File: src/rtl/edp_consts.svh
// Behaviour
// Command write drives select low, address high.
// Transfers start only on external request.
// Controller raises request when ready or data.
// Acknowledge low within 250 ns of request; the code waits unbounded while the FIFO lacks room or data.
// Handshake sustains one megabyte per second.
// Controller takes command blocks, data by DMA.
// Data flows to and from memory controller.
// Direction and address lines stable per byte.
`ifndef EDP_CONSTS_SVH
`define EDP_CONSTS_SVH
`define EDP_CLK_MHZ        40
`define EDP_ACK_MAX_NS     250
`define EDP_ACK_MAX_CYC    ((`EDP_ACK_MAX_NS * `EDP_CLK_MHZ) / 1000)
`define EDP_ACK_WIDTH_CYC  4
`define EDP_FIFO_DEPTH     8
`define EDP_DATA_W         8
`endif

File: src/rtl/edp_pkg.sv
package edp_pkg;
   typedef enum logic [2:0] {
      EDP_IDLE, EDP_CMD, EDP_WAIT, EDP_ACK, EDP_REL
   } edp_state_type;
endpackage

File: src/rtl/edp_fifo.sv
`timescale 1ns/10ps
module edp_fifo #(
   parameter int WIDTH = 8,
   parameter int DEPTH = 8
) (
   // Clock and reset
   input  wire logic             mclk_i,
   input  wire logic             rst_n_i,
   input  wire logic             clear_i,
   // Fill side
   input  wire logic             in_valid_i,
   output logic                  in_ready_o,
   input  wire logic [WIDTH-1:0] in_data_i,
   // Drain side
   output logic                  out_valid_o,
   input  wire logic             out_ready_i,
   output logic      [WIDTH-1:0] out_data_o
);
   localparam int AW = $clog2(DEPTH);
   logic [WIDTH-1:0] mem_reg [DEPTH];
   logic [WIDTH-1:0] mem_next [DEPTH];
   logic [AW-1:0]    wr_reg, wr_next, rd_reg, rd_next;
   logic [AW:0]      cnt_reg, cnt_next;
   logic             push, pop;

   assign in_ready_o  = (cnt_reg != (AW+1)'(DEPTH));
   assign out_valid_o = (cnt_reg != '0);
   assign out_data_o  = mem_reg[rd_reg];
   assign push        = in_valid_i && in_ready_o;
   assign pop         = out_valid_o && out_ready_i;

   always_comb begin
      mem_next = mem_reg;
      wr_next  = wr_reg;
      rd_next  = rd_reg;
      cnt_next = cnt_reg;
      if (clear_i) begin
         wr_next  = '0;
         rd_next  = '0;
         cnt_next = '0;
      end else begin
         if (push) begin
            mem_next[wr_reg] = in_data_i;
            wr_next = (wr_reg == AW'(DEPTH - 1)) ? '0 : wr_reg + 1'b1;
         end
         if (pop) begin
            rd_next = (rd_reg == AW'(DEPTH - 1)) ? '0 : rd_reg + 1'b1;
         end
         if (push && !pop) begin
            cnt_next = cnt_reg + 1'b1;
         end else if (pop && !push) begin
            cnt_next = cnt_reg - 1'b1;
         end
      end
   end

   always_ff @(posedge mclk_i or negedge rst_n_i) begin
      if (!rst_n_i) begin
         for (int i = 0; i < DEPTH; i++) begin
            mem_reg[i] <= '0;
         end
         wr_reg  <= '0;
         rd_reg  <= '0;
         cnt_reg <= '0;
      end else begin
         mem_reg <= mem_next;
         wr_reg  <= wr_next;
         rd_reg  <= rd_next;
         cnt_reg <= cnt_next;
      end
   end
endmodule

File: src/rtl/edp_port.sv
`timescale 1ns/10ps
`include "edp_consts.svh"
module edp_port
   import edp_pkg::*;
#(
   parameter int DW    = `EDP_DATA_W,
   parameter int DEPTH = `EDP_FIFO_DEPTH
) (
   // Clock and reset
   input  wire logic          mclk_i,
   input  wire logic          rst_n_i,
   // Host command bytes
   input  wire logic          cmd_valid_i,
   output logic               cmd_ready_o,
   input  wire logic [DW-1:0] cmd_data_i,
   // Transfer setup
   input  wire logic          xfer_en_i,
   input  wire logic          xfer_dir_out_i,
   // Memory controller, outbound
   input  wire logic          mem_out_valid_i,
   output logic               mem_out_ready_o,
   input  wire logic [DW-1:0] mem_out_data_i,
   // Memory controller, inbound
   output logic               mem_in_valid_o,
   input  wire logic          mem_in_ready_i,
   output logic      [DW-1:0] mem_in_data_o,
   // External disk port pins
   output logic               disk_port_select_n_o,
   output logic               controller_address_line_o,
   output logic               ack_n_o,
   output logic               read_write_o,
   input  wire logic          transfer_request_i,
   input  wire logic [DW-1:0] data_i,
   output logic      [DW-1:0] data_o,
   output logic               data_oe_o,
   // Status
   output logic               busy_o
);
   // A wait beyond the limit is possible: acknowledge is given in the cycle after the request
   // is seen only if the FIFO has room (inbound) or data (outbound); otherwise it waits unbounded.
   localparam int ACK_MAX = `EDP_ACK_MAX_CYC;
   localparam int ACK_W   = (`EDP_ACK_WIDTH_CYC < ACK_MAX) ?
                            `EDP_ACK_WIDTH_CYC : ACK_MAX;

   edp_state_type   st_reg, st_next;
   logic [3:0]      cnt_reg, cnt_next;
   logic [DW-1:0]   dout_reg, dout_next;
   logic            oe_reg, oe_next;
   logic            cs_reg, cs_next;
   logic            a1_reg, a1_next;
   logic            ack_reg, ack_next;
   logic            rw_reg, rw_next;
   logic            fin_valid, fin_ready;
   logic            fout_valid, fout_ready;
   logic [DW-1:0]   fout_data;
   logic [DW-1:0]   fin_data;
   logic            out_mode;
   logic            clr;

   // The FIFO direction follows the transfer setup; it is flushed when idle with transfers disabled.
   assign out_mode = xfer_dir_out_i;
   assign clr      = !xfer_en_i && (st_reg == EDP_IDLE);

   edp_fifo #(.WIDTH(DW), .DEPTH(DEPTH)) u_fifo (
      .mclk_i      (mclk_i),
      .rst_n_i     (rst_n_i),
      .clear_i     (clr),
      .in_valid_i  (fin_valid),
      .in_ready_o  (fin_ready),
      .in_data_i   (fin_data),
      .out_valid_o (fout_valid),
      .out_ready_i (fout_ready),
      .out_data_o  (fout_data)
   );

   // Memory side feeds or drains the FIFO.
   logic take_in;
   assign take_in  = (st_reg == EDP_WAIT) && transfer_request_i
                     && !out_mode;
   assign fin_valid       = out_mode ? mem_out_valid_i : take_in;
   assign fin_data        = out_mode ? mem_out_data_i : data_i;
   assign mem_out_ready_o = out_mode && fin_ready;
   assign mem_in_valid_o  = !out_mode && fout_valid;
   assign mem_in_data_o   = fout_data;
   logic give_out;
   assign give_out   = (st_reg == EDP_WAIT) && transfer_request_i
                       && out_mode;
   assign fout_ready = out_mode ? give_out : mem_in_ready_i;

   assign cmd_ready_o = (st_reg == EDP_IDLE);

   always_comb begin
      st_next   = st_reg;
      cnt_next  = cnt_reg;
      dout_next = dout_reg;
      oe_next   = oe_reg;
      cs_next   = cs_reg;
      a1_next   = a1_reg;
      ack_next  = ack_reg;
      rw_next   = rw_reg;
      case (st_reg)
         EDP_IDLE: begin
            ack_next = 1'b1;
            cs_next  = 1'b1;
            oe_next  = 1'b0;
            if (cmd_valid_i) begin
               cs_next   = 1'b0;
               a1_next   = 1'b1;
               rw_next   = 1'b0;
               dout_next = cmd_data_i;
               oe_next   = 1'b1;
               cnt_next  = 4'(ACK_W);
               st_next   = EDP_CMD;
            end else if (xfer_en_i) begin
               a1_next = 1'b0;
               rw_next = !out_mode;
               st_next = EDP_WAIT;
            end
         end
         EDP_CMD: begin
            if (cnt_reg == 4'h1) begin
               cs_next = 1'b1;
               oe_next = 1'b0;
               st_next = EDP_IDLE;
            end else begin
               cnt_next = cnt_reg - 4'h1;
            end
         end
         EDP_WAIT: begin
            // Only the controller's request opens a byte.
            if (!xfer_en_i) begin
               st_next = EDP_IDLE;
            end else if (transfer_request_i && (out_mode ? fout_valid
                                               : fin_ready)) begin
               ack_next = 1'b0;
               if (out_mode) begin
                  dout_next = fout_data;
                  oe_next   = 1'b1;
               end
               cnt_next = 4'(ACK_W);
               st_next  = EDP_ACK;
            end
         end
         EDP_ACK: begin
            if (cnt_reg == 4'h1) begin
               ack_next = 1'b1;
               st_next  = EDP_REL;
            end else begin
               cnt_next = cnt_reg - 4'h1;
            end
         end
         EDP_REL: begin
            // Wait for request to drop so one request moves one byte. R5
            oe_next = 1'b0;
            if (!transfer_request_i) begin
               st_next = EDP_WAIT;
            end
         end
         default: st_next = EDP_IDLE;
      endcase
   end

   always_ff @(posedge mclk_i or negedge rst_n_i) begin
      if (!rst_n_i) begin
         st_reg   <= EDP_IDLE;
         cnt_reg  <= 4'h0;
         dout_reg <= '0;
         oe_reg   <= 1'b0;
         cs_reg   <= 1'b1;
         a1_reg   <= 1'b0;
         ack_reg  <= 1'b1;
         rw_reg   <= 1'b1;
      end else begin
         st_reg   <= st_next;
         cnt_reg  <= cnt_next;
         dout_reg <= dout_next;
         oe_reg   <= oe_next;
         cs_reg   <= cs_next;
         a1_reg   <= a1_next;
         ack_reg  <= ack_next;
         rw_reg   <= rw_next;
      end
   end

   assign disk_port_select_n_o      = cs_reg;
   assign controller_address_line_o = a1_reg;
   assign ack_n_o                   = ack_reg;
   assign read_write_o              = rw_reg;
   assign data_o                    = dout_reg;
   assign data_oe_o                 = oe_reg;
   assign busy_o                    = (st_reg != EDP_IDLE);
endmodule

File: config.mk
export PLATFORM = sky130hd
export DESIGN_NAME = edp_port
export DESIGN_NICKNAME = d
export VERILOG_FILES = /design/src/rtl/edp_pkg.sv /design/src/rtl/edp_fifo.sv /design/src/rtl/edp_port.sv
export VERILOG_INCLUDE_DIRS = /design/src /design/src/rtl
export SDC_FILE = /design/constraint.sdc
export NUM_CORES = 1
export LEC_CHECK = 0
export BUFFER_PORTS_ARGS = -buffer_cell sky130_fd_sc_hd__buf_4
export CELL_PAD_IN_SITES_DETAIL_PLACEMENT = 1
export CELL_PAD_IN_SITES_GLOBAL_PLACEMENT = 2
export CORE_MARGIN = 10
export CORE_UTILIZATION = 25
export CTS_BUF_LIST = sky130_fd_sc_hd__clkbuf_16
export CTS_CLUSTER_DIAMETER = 30
export DETAILED_ROUTE_END_ITERATION = 8
export GPL_TIMING_DRIVEN = 0
export PLACE_DENSITY_LB_ADDON = 0.1
export RECOVER_POWER = 25
export SYNTH_ARGS = -nofsm -noshare
export SYNTH_HDL_FRONTEND = slang
export SYNTH_SLANG_ARGS = --single-unit
File: constraint.sdc
create_clock -name mclk_i -period 3.7 [get_ports mclk_i]
set_input_delay 0.74 -clock mclk_i [delete_from_list [all_inputs] [get_ports mclk_i]]
set_output_delay 0.74 -clock mclk_i [all_outputs]
set_load 0.005 [all_outputs]
# After elaboration in Yosys (flattened, before gate mapping)
# Index checks and enable logic that the tools add are counted.
[word_totals]
word_cells = 138
input_bits = 32
ff_bits = 94
output_inout_bits = 25
[op_classes]
mux = 53
addsub = 5
bitwise_logic = 3
n_eq_ne = 18
n_lt_le_gt_ge = 3
reduce_logical = 37
[op_table]
columns = ["operator", "count"]
rows = [
  ["$bwmux 64", 1],
  ["$mux 8", 8],
  ["$mux 3", 13],
  ["$mux 4", 7],
  ["$bmux 8 s3", 1],
  ["$demux 8 s3", 1],
  ["$reduce_and 5->1", 4],
  ["$mux 1", 16],
  ["$pmux 8 s2", 1],
  ["$pmux 3 s5", 1],
  ["$ne 2x2->1 const B", 7],
  ["$logic_and 1x1->1", 12],
  ["$pmux 4 s3", 1],
  ["$reduce_bool 3->1", 4],
  ["$reduce_bool 2->1", 5],
  ["$eq 3x3->1 const B", 3],
  ["$ge 4x4->1 const B", 2],
  ["$not 3->4", 2],
  ["$reduce_bool 4->1", 2],
  ["$sub 4x1->4 const B", 2],
  ["$add 3x1->3 const B", 2],
  ["$eq 3x2->1 const B", 2],
  ["$ne 3x2->1 const B", 2],
  ["$reduce_and 2->1", 3],
  ["other kinds (14)", 17],
]

# Depth between registers and ports, before layout
[logic_depth]
ltp_word = 10
depth_mapped = 10
depth_no_buf = 9

# Hierarchy
# Synthesis repeated with hierarchy kept, for this count alone.
[unflattened]
hier_cells = 364
area_unflattened_um2 = 4895.9
[by_module_without_submodules]
columns = ["mod", "area_per_inst_um2", "cells_per_inst", "seq_area_each_um2", "n_inst"]
rows = [
  ["edp_fifo", 3583.4, 243, 1851.8, 1],
  ["edp_port", 1312.5, 121, 504.2, 1],
]

# Worst setup path after synthesis
# No wires, ideal clock.
[synth_timing]
path_type = "input to register"
start = "in transfer_request_i"
end = "reg u_fifo.cnt_reg[3]"
setup_time_ns = 0.078
stages = 9
required_ns = 3.622
path_buffers = 0
arrival_time_ns = 2.505
setup_slack_ns = 1.117
path_cell_list = "and4bb_2 -> o21ai_0 -> a22oi_1 -> ha_1 -> a21o_1 -> a21oi_1 -> xor2_1 -> or3_1 -> a21oi_1"
[synth_via]
elab_chain_cells = 8
elab_cells_between_ends = 14
classes_between = "mux: 4; reduce/logical: 10"
[synth_rtl]
columns = ["item", "line", "rtl"]
rows = [
  ["start: declaration", "edp_port.sv:32", "input wire logic transfer_request_i,"],
  ["$logic_and 1x1->1 *", "edp_port.sv:78, edp_port.sv:86", ""],
  ["$logic_and 1x1->1", "edp_port.sv:87", "&& out_mode;"],
  ["$mux 1", "edp_port.sv:88", "assign fout_ready = out_mode ? give_out : mem_in_ready_i;"],
  ["$logic_and 1x1->1", "edp_fifo.sv:30", "assign pop = out_valid_o && out_ready_i;"],
  ["$logic_not 1->1", "edp_fifo.sv:49", "if (push && !pop) begin"],
  ["$logic_and 1x1->1", "edp_fifo.sv:49", ""],
  ["$mux 4", "edp_fifo.sv:49", ""],
  ["$mux 4", "edp_fifo.sv:37", "if (clear_i) begin"],
  ["end signal: assignment", "edp_fifo.sv:69", "cnt_reg <= cnt_next;"],
  ["end: declaration", "edp_fifo.sv:23", "logic [AW:0] cnt_reg, cnt_next;"],
]
# Mark *: on every way between the ends. The rest lies on a longest branch, timed or not.
# A chain may end at the register's enable or synchronous reset.

# Final worst setup path
[layout_timing]
start = "reg u_fifo.rd_reg[1]"
end = "out mem_in_data_o[7]"
[layout_via]
elab_chain_cells = 4
[layout_rtl]
columns = ["item", "line", "rtl"]
rows = [
  ["start: declaration", "edp_fifo.sv:22", "logic [AW-1:0] wr_reg, wr_next, rd_reg, rd_next;"],
  ["start signal: assignment", "edp_fifo.sv:68", "rd_reg <= rd_next;"],
  ["$not 3->4 (not written as such)", "edp_fifo.sv:28", "assign out_data_o = mem_reg[rd_reg];"],
  ["$bmux 8 s3", "edp_fifo.sv:28", ""],
  ["$mux 8 (not written as such) (2 in a row)", "edp_fifo.sv:28", ""],
  ["end: declaration", "edp_port.sv:26", "output logic [DW-1:0] mem_in_data_o,"],
]
# Every way passes these cells. The select of a mux whose other input is x is not followed.

==> results.toml <==
[status]
status = "finished with violations"
violations = "max-capacitance violations, max-slew violations"

[drt]
first_iter_violations = 106
vias = 3642
wire_per_inst_um = 18.8
ant_nets = 0
dr.pass1.iters = 4
avgViaCountPerCell = 4.65
drc_errors = 0
wirelength_um = 14700

[power_and_ir_drop]
p_leak_uw = 0.00258
power_frac_seq = 0.381
intPower_uw = 2880
p_per_area_mw_per_mm2 = 785
clock_power_share = 0.200
p_sw_frac = 0.371
peakVddDrop_mv = 0.194
p_sw_uw = 1700
pwr-share-comb = 0.419

[synthesis]
synth.net_count = 491
synth-main-ff-cell = "dfrtp_1"
syn_avg_cell_area_um2 = 10.7
async_flop_share = 1.00
syn_inst = 450
synth-seq-cells = 94
synth_cell_type_count = 57
ys_warn_count = 0
synth_edf_count = 0
ys_seq_area_frac = 0.489
synth_area_mm2 = 0.00482

[clock_tree]
cts_resized = 0
cts_tree = "built"
clkSlewWorstSetupHoldPaths_ps = 70
ctsHtreeMaxLevel = 3
clk_latency_ps = 350
ctsLongestPathBuffers = 2
post_cts_buffers = 0
clock-sinks = 94
clockRootBuffer = "clkbuf_16"
ctsHoldBuffers = 0
cts_buffers = 9

[global_route]
met1_usage = 0.168
grt_pass1_vias = 4067
antenna_found_initial = 0
grt-busiest-layer = "met2"
grtUsageTotal = 0.121
grt_first_pass_wirelength_um = 24300
use_met3 = 0.0191
grt_max_degree = 95
grt-ovfl-total = 0
use_met2 = 0.185

[setup_path]
cp_data_required_time_ps = 2960
crit_arrival_ps = 2660
path_class = "reg -> out"
worstRegToRegCells = 10
worst-path-max-fanout = 10
crit_path_start_kind = "flip-flop"
end_kind = "output pin"

[floorplanning]
initial_core_util = 0.256
num_io_pins = 57
die_area_mm2 = 0.0252
core-area_mm2 = 0.0188
die_height_um = 159
die_width_um = 159
rows = 50

[cells_and_area]
largest_register_ff_count = 64
final_common_cell = "dfrtp_1"
fin_cells = 783
drive_gt1_frac = 0.249
syn_to_final_growth_pct = 21.3
fin_nets = 559
layout_common_cells = "dfrtp_1 (91), nand2_1 (65), buf_4 (56)"
diodes = 0

[timing]
relSlewSlack = -0.620
finalCritPeriodShare = 0.919
worst_pin_slew_ps = 2430
setup_tns_ps = 0
rsz0062_at_grt = "no"
skew_ps = 9.13
slew_violations = 92
period_minus_slack_ps = 3400
setup_viol = 0
hold_viol = 0
max_freq_ghz = 0.294

[place]
dp_hpwl_um = 10700
gp_congestion = 0.767
io_buffers = 56
dp.cells = 766

[hold_path]
min_path_type = "in -> async"

[job]
maxCapViolations = 1
==> cell type report <==
type / count / area (µm²)
timing repair buffer: 57 / 422
multi-input combinational: 309 / 2220
buffer: 30 / 175
clock buffer: 9 / 225
tap: 260 / 325
sequential: 94 / 2360
fill: 2108 / 13000
inverter: 17 / 63.8
clock inverter: 7 / 55.1
==> critical path, cell delays in order, from the launching register on <==
cell and delay (ps):
dfrtp_1 350, clkbuf_1 420, clkbuf_1 630, mux4_2 420
mux2_2 340, buf_4 150
==> per-layer routing <==
metal	share of wire	wire length, µm
met2	0.46	6820
met1	0.49	7270
met4	0.015	226
met5	0	0
met3	0.028	410
==> Yosys cell counts (5+ instances only) <==
cell type / number / area (µm²)
a21oi_1: 17 / 85.1
ha_1: 8 / 100
buf_6: 6 / 67.6
buf_2: 8 / 40.0
mux2_2: 8 / 90.1
o21ai_1: 25 / 125
mux4_2: 16 / 360
or3_1: 5 / 31.3
dfrtp_1: 91 / 2280
nor3_1: 7 / 35.0
clkbuf_1: 9 / 33.8
o21ai_2: 5 / 43.8
inv_1: 17 / 63.8
nand2_1: 65 / 244
nor2_1: 26 / 97.6
mux2i_1: 29 / 290
o21ai_0: 39 / 195
==> power by group through the flow <==
stage	sequential, µW	clock [µW]	combinational [µW]
finish	1750	918	1920
global placement	1750	0	1920
CTS	1750	949	1980
floorplan	1690	0	1260
detailed placement	1770	0	1980
global route	1820	996	2190
==> cells by family after synthesis <==
family / after synthesis / synth area share
adders and majority gates: 9 / 0.0249
muxes: 53 / 0.154
and+or+nand+nor: 134 / 0.140
buffers and inverters: 47 / 0.0496
AOI/OAI and AO/OA: 109 / 0.136
DFF: 94 / 0.489
xor gates and xnor gates: 4 / 0.00727
==> path summary, 6_finish.rpt <==
path,from,to,slack (ps)
worst max-delay path,u_fifo.rd_reg[1],mem_in_data_o[7],300
worst min-delay path,rst_n_i,cnt_reg[3],190
worst max register to register,st_reg[0],u_fifo.cnt_reg[3],1070
worst min register to register,u_fifo.mem_reg[42],u_fifo.mem_reg[42],480
max in group asynchronous,rst_n_i,u_fifo.mem_reg[23],930
min in group mclk_i,u_fifo.mem_reg[42],u_fifo.mem_reg[42],480
==> metrics by stage <==
| step | area (µm²) | util | hold slack [ps] | worst slack [ps] | power (µW) |
|---|---|---|---|---|---|
| detailed placement | 5570 | 0.296 | 471 | 555 | 3750 |
| CTS | 5850 | 0.310 | 486 | 168 | 4690 |
| global placement | 5570 | 0.296 | 457 | 566 | 3680 |
| global route | 5850 | 0.310 | 203 | 164 | 5010 |
| finish | 5850 | 0.310 | 194 | 299 | 4590 |
| floorplan | 4820 | - | 444 | 1120 | 2950 |
Note: power is estimated with default switching activity, not from simulation.
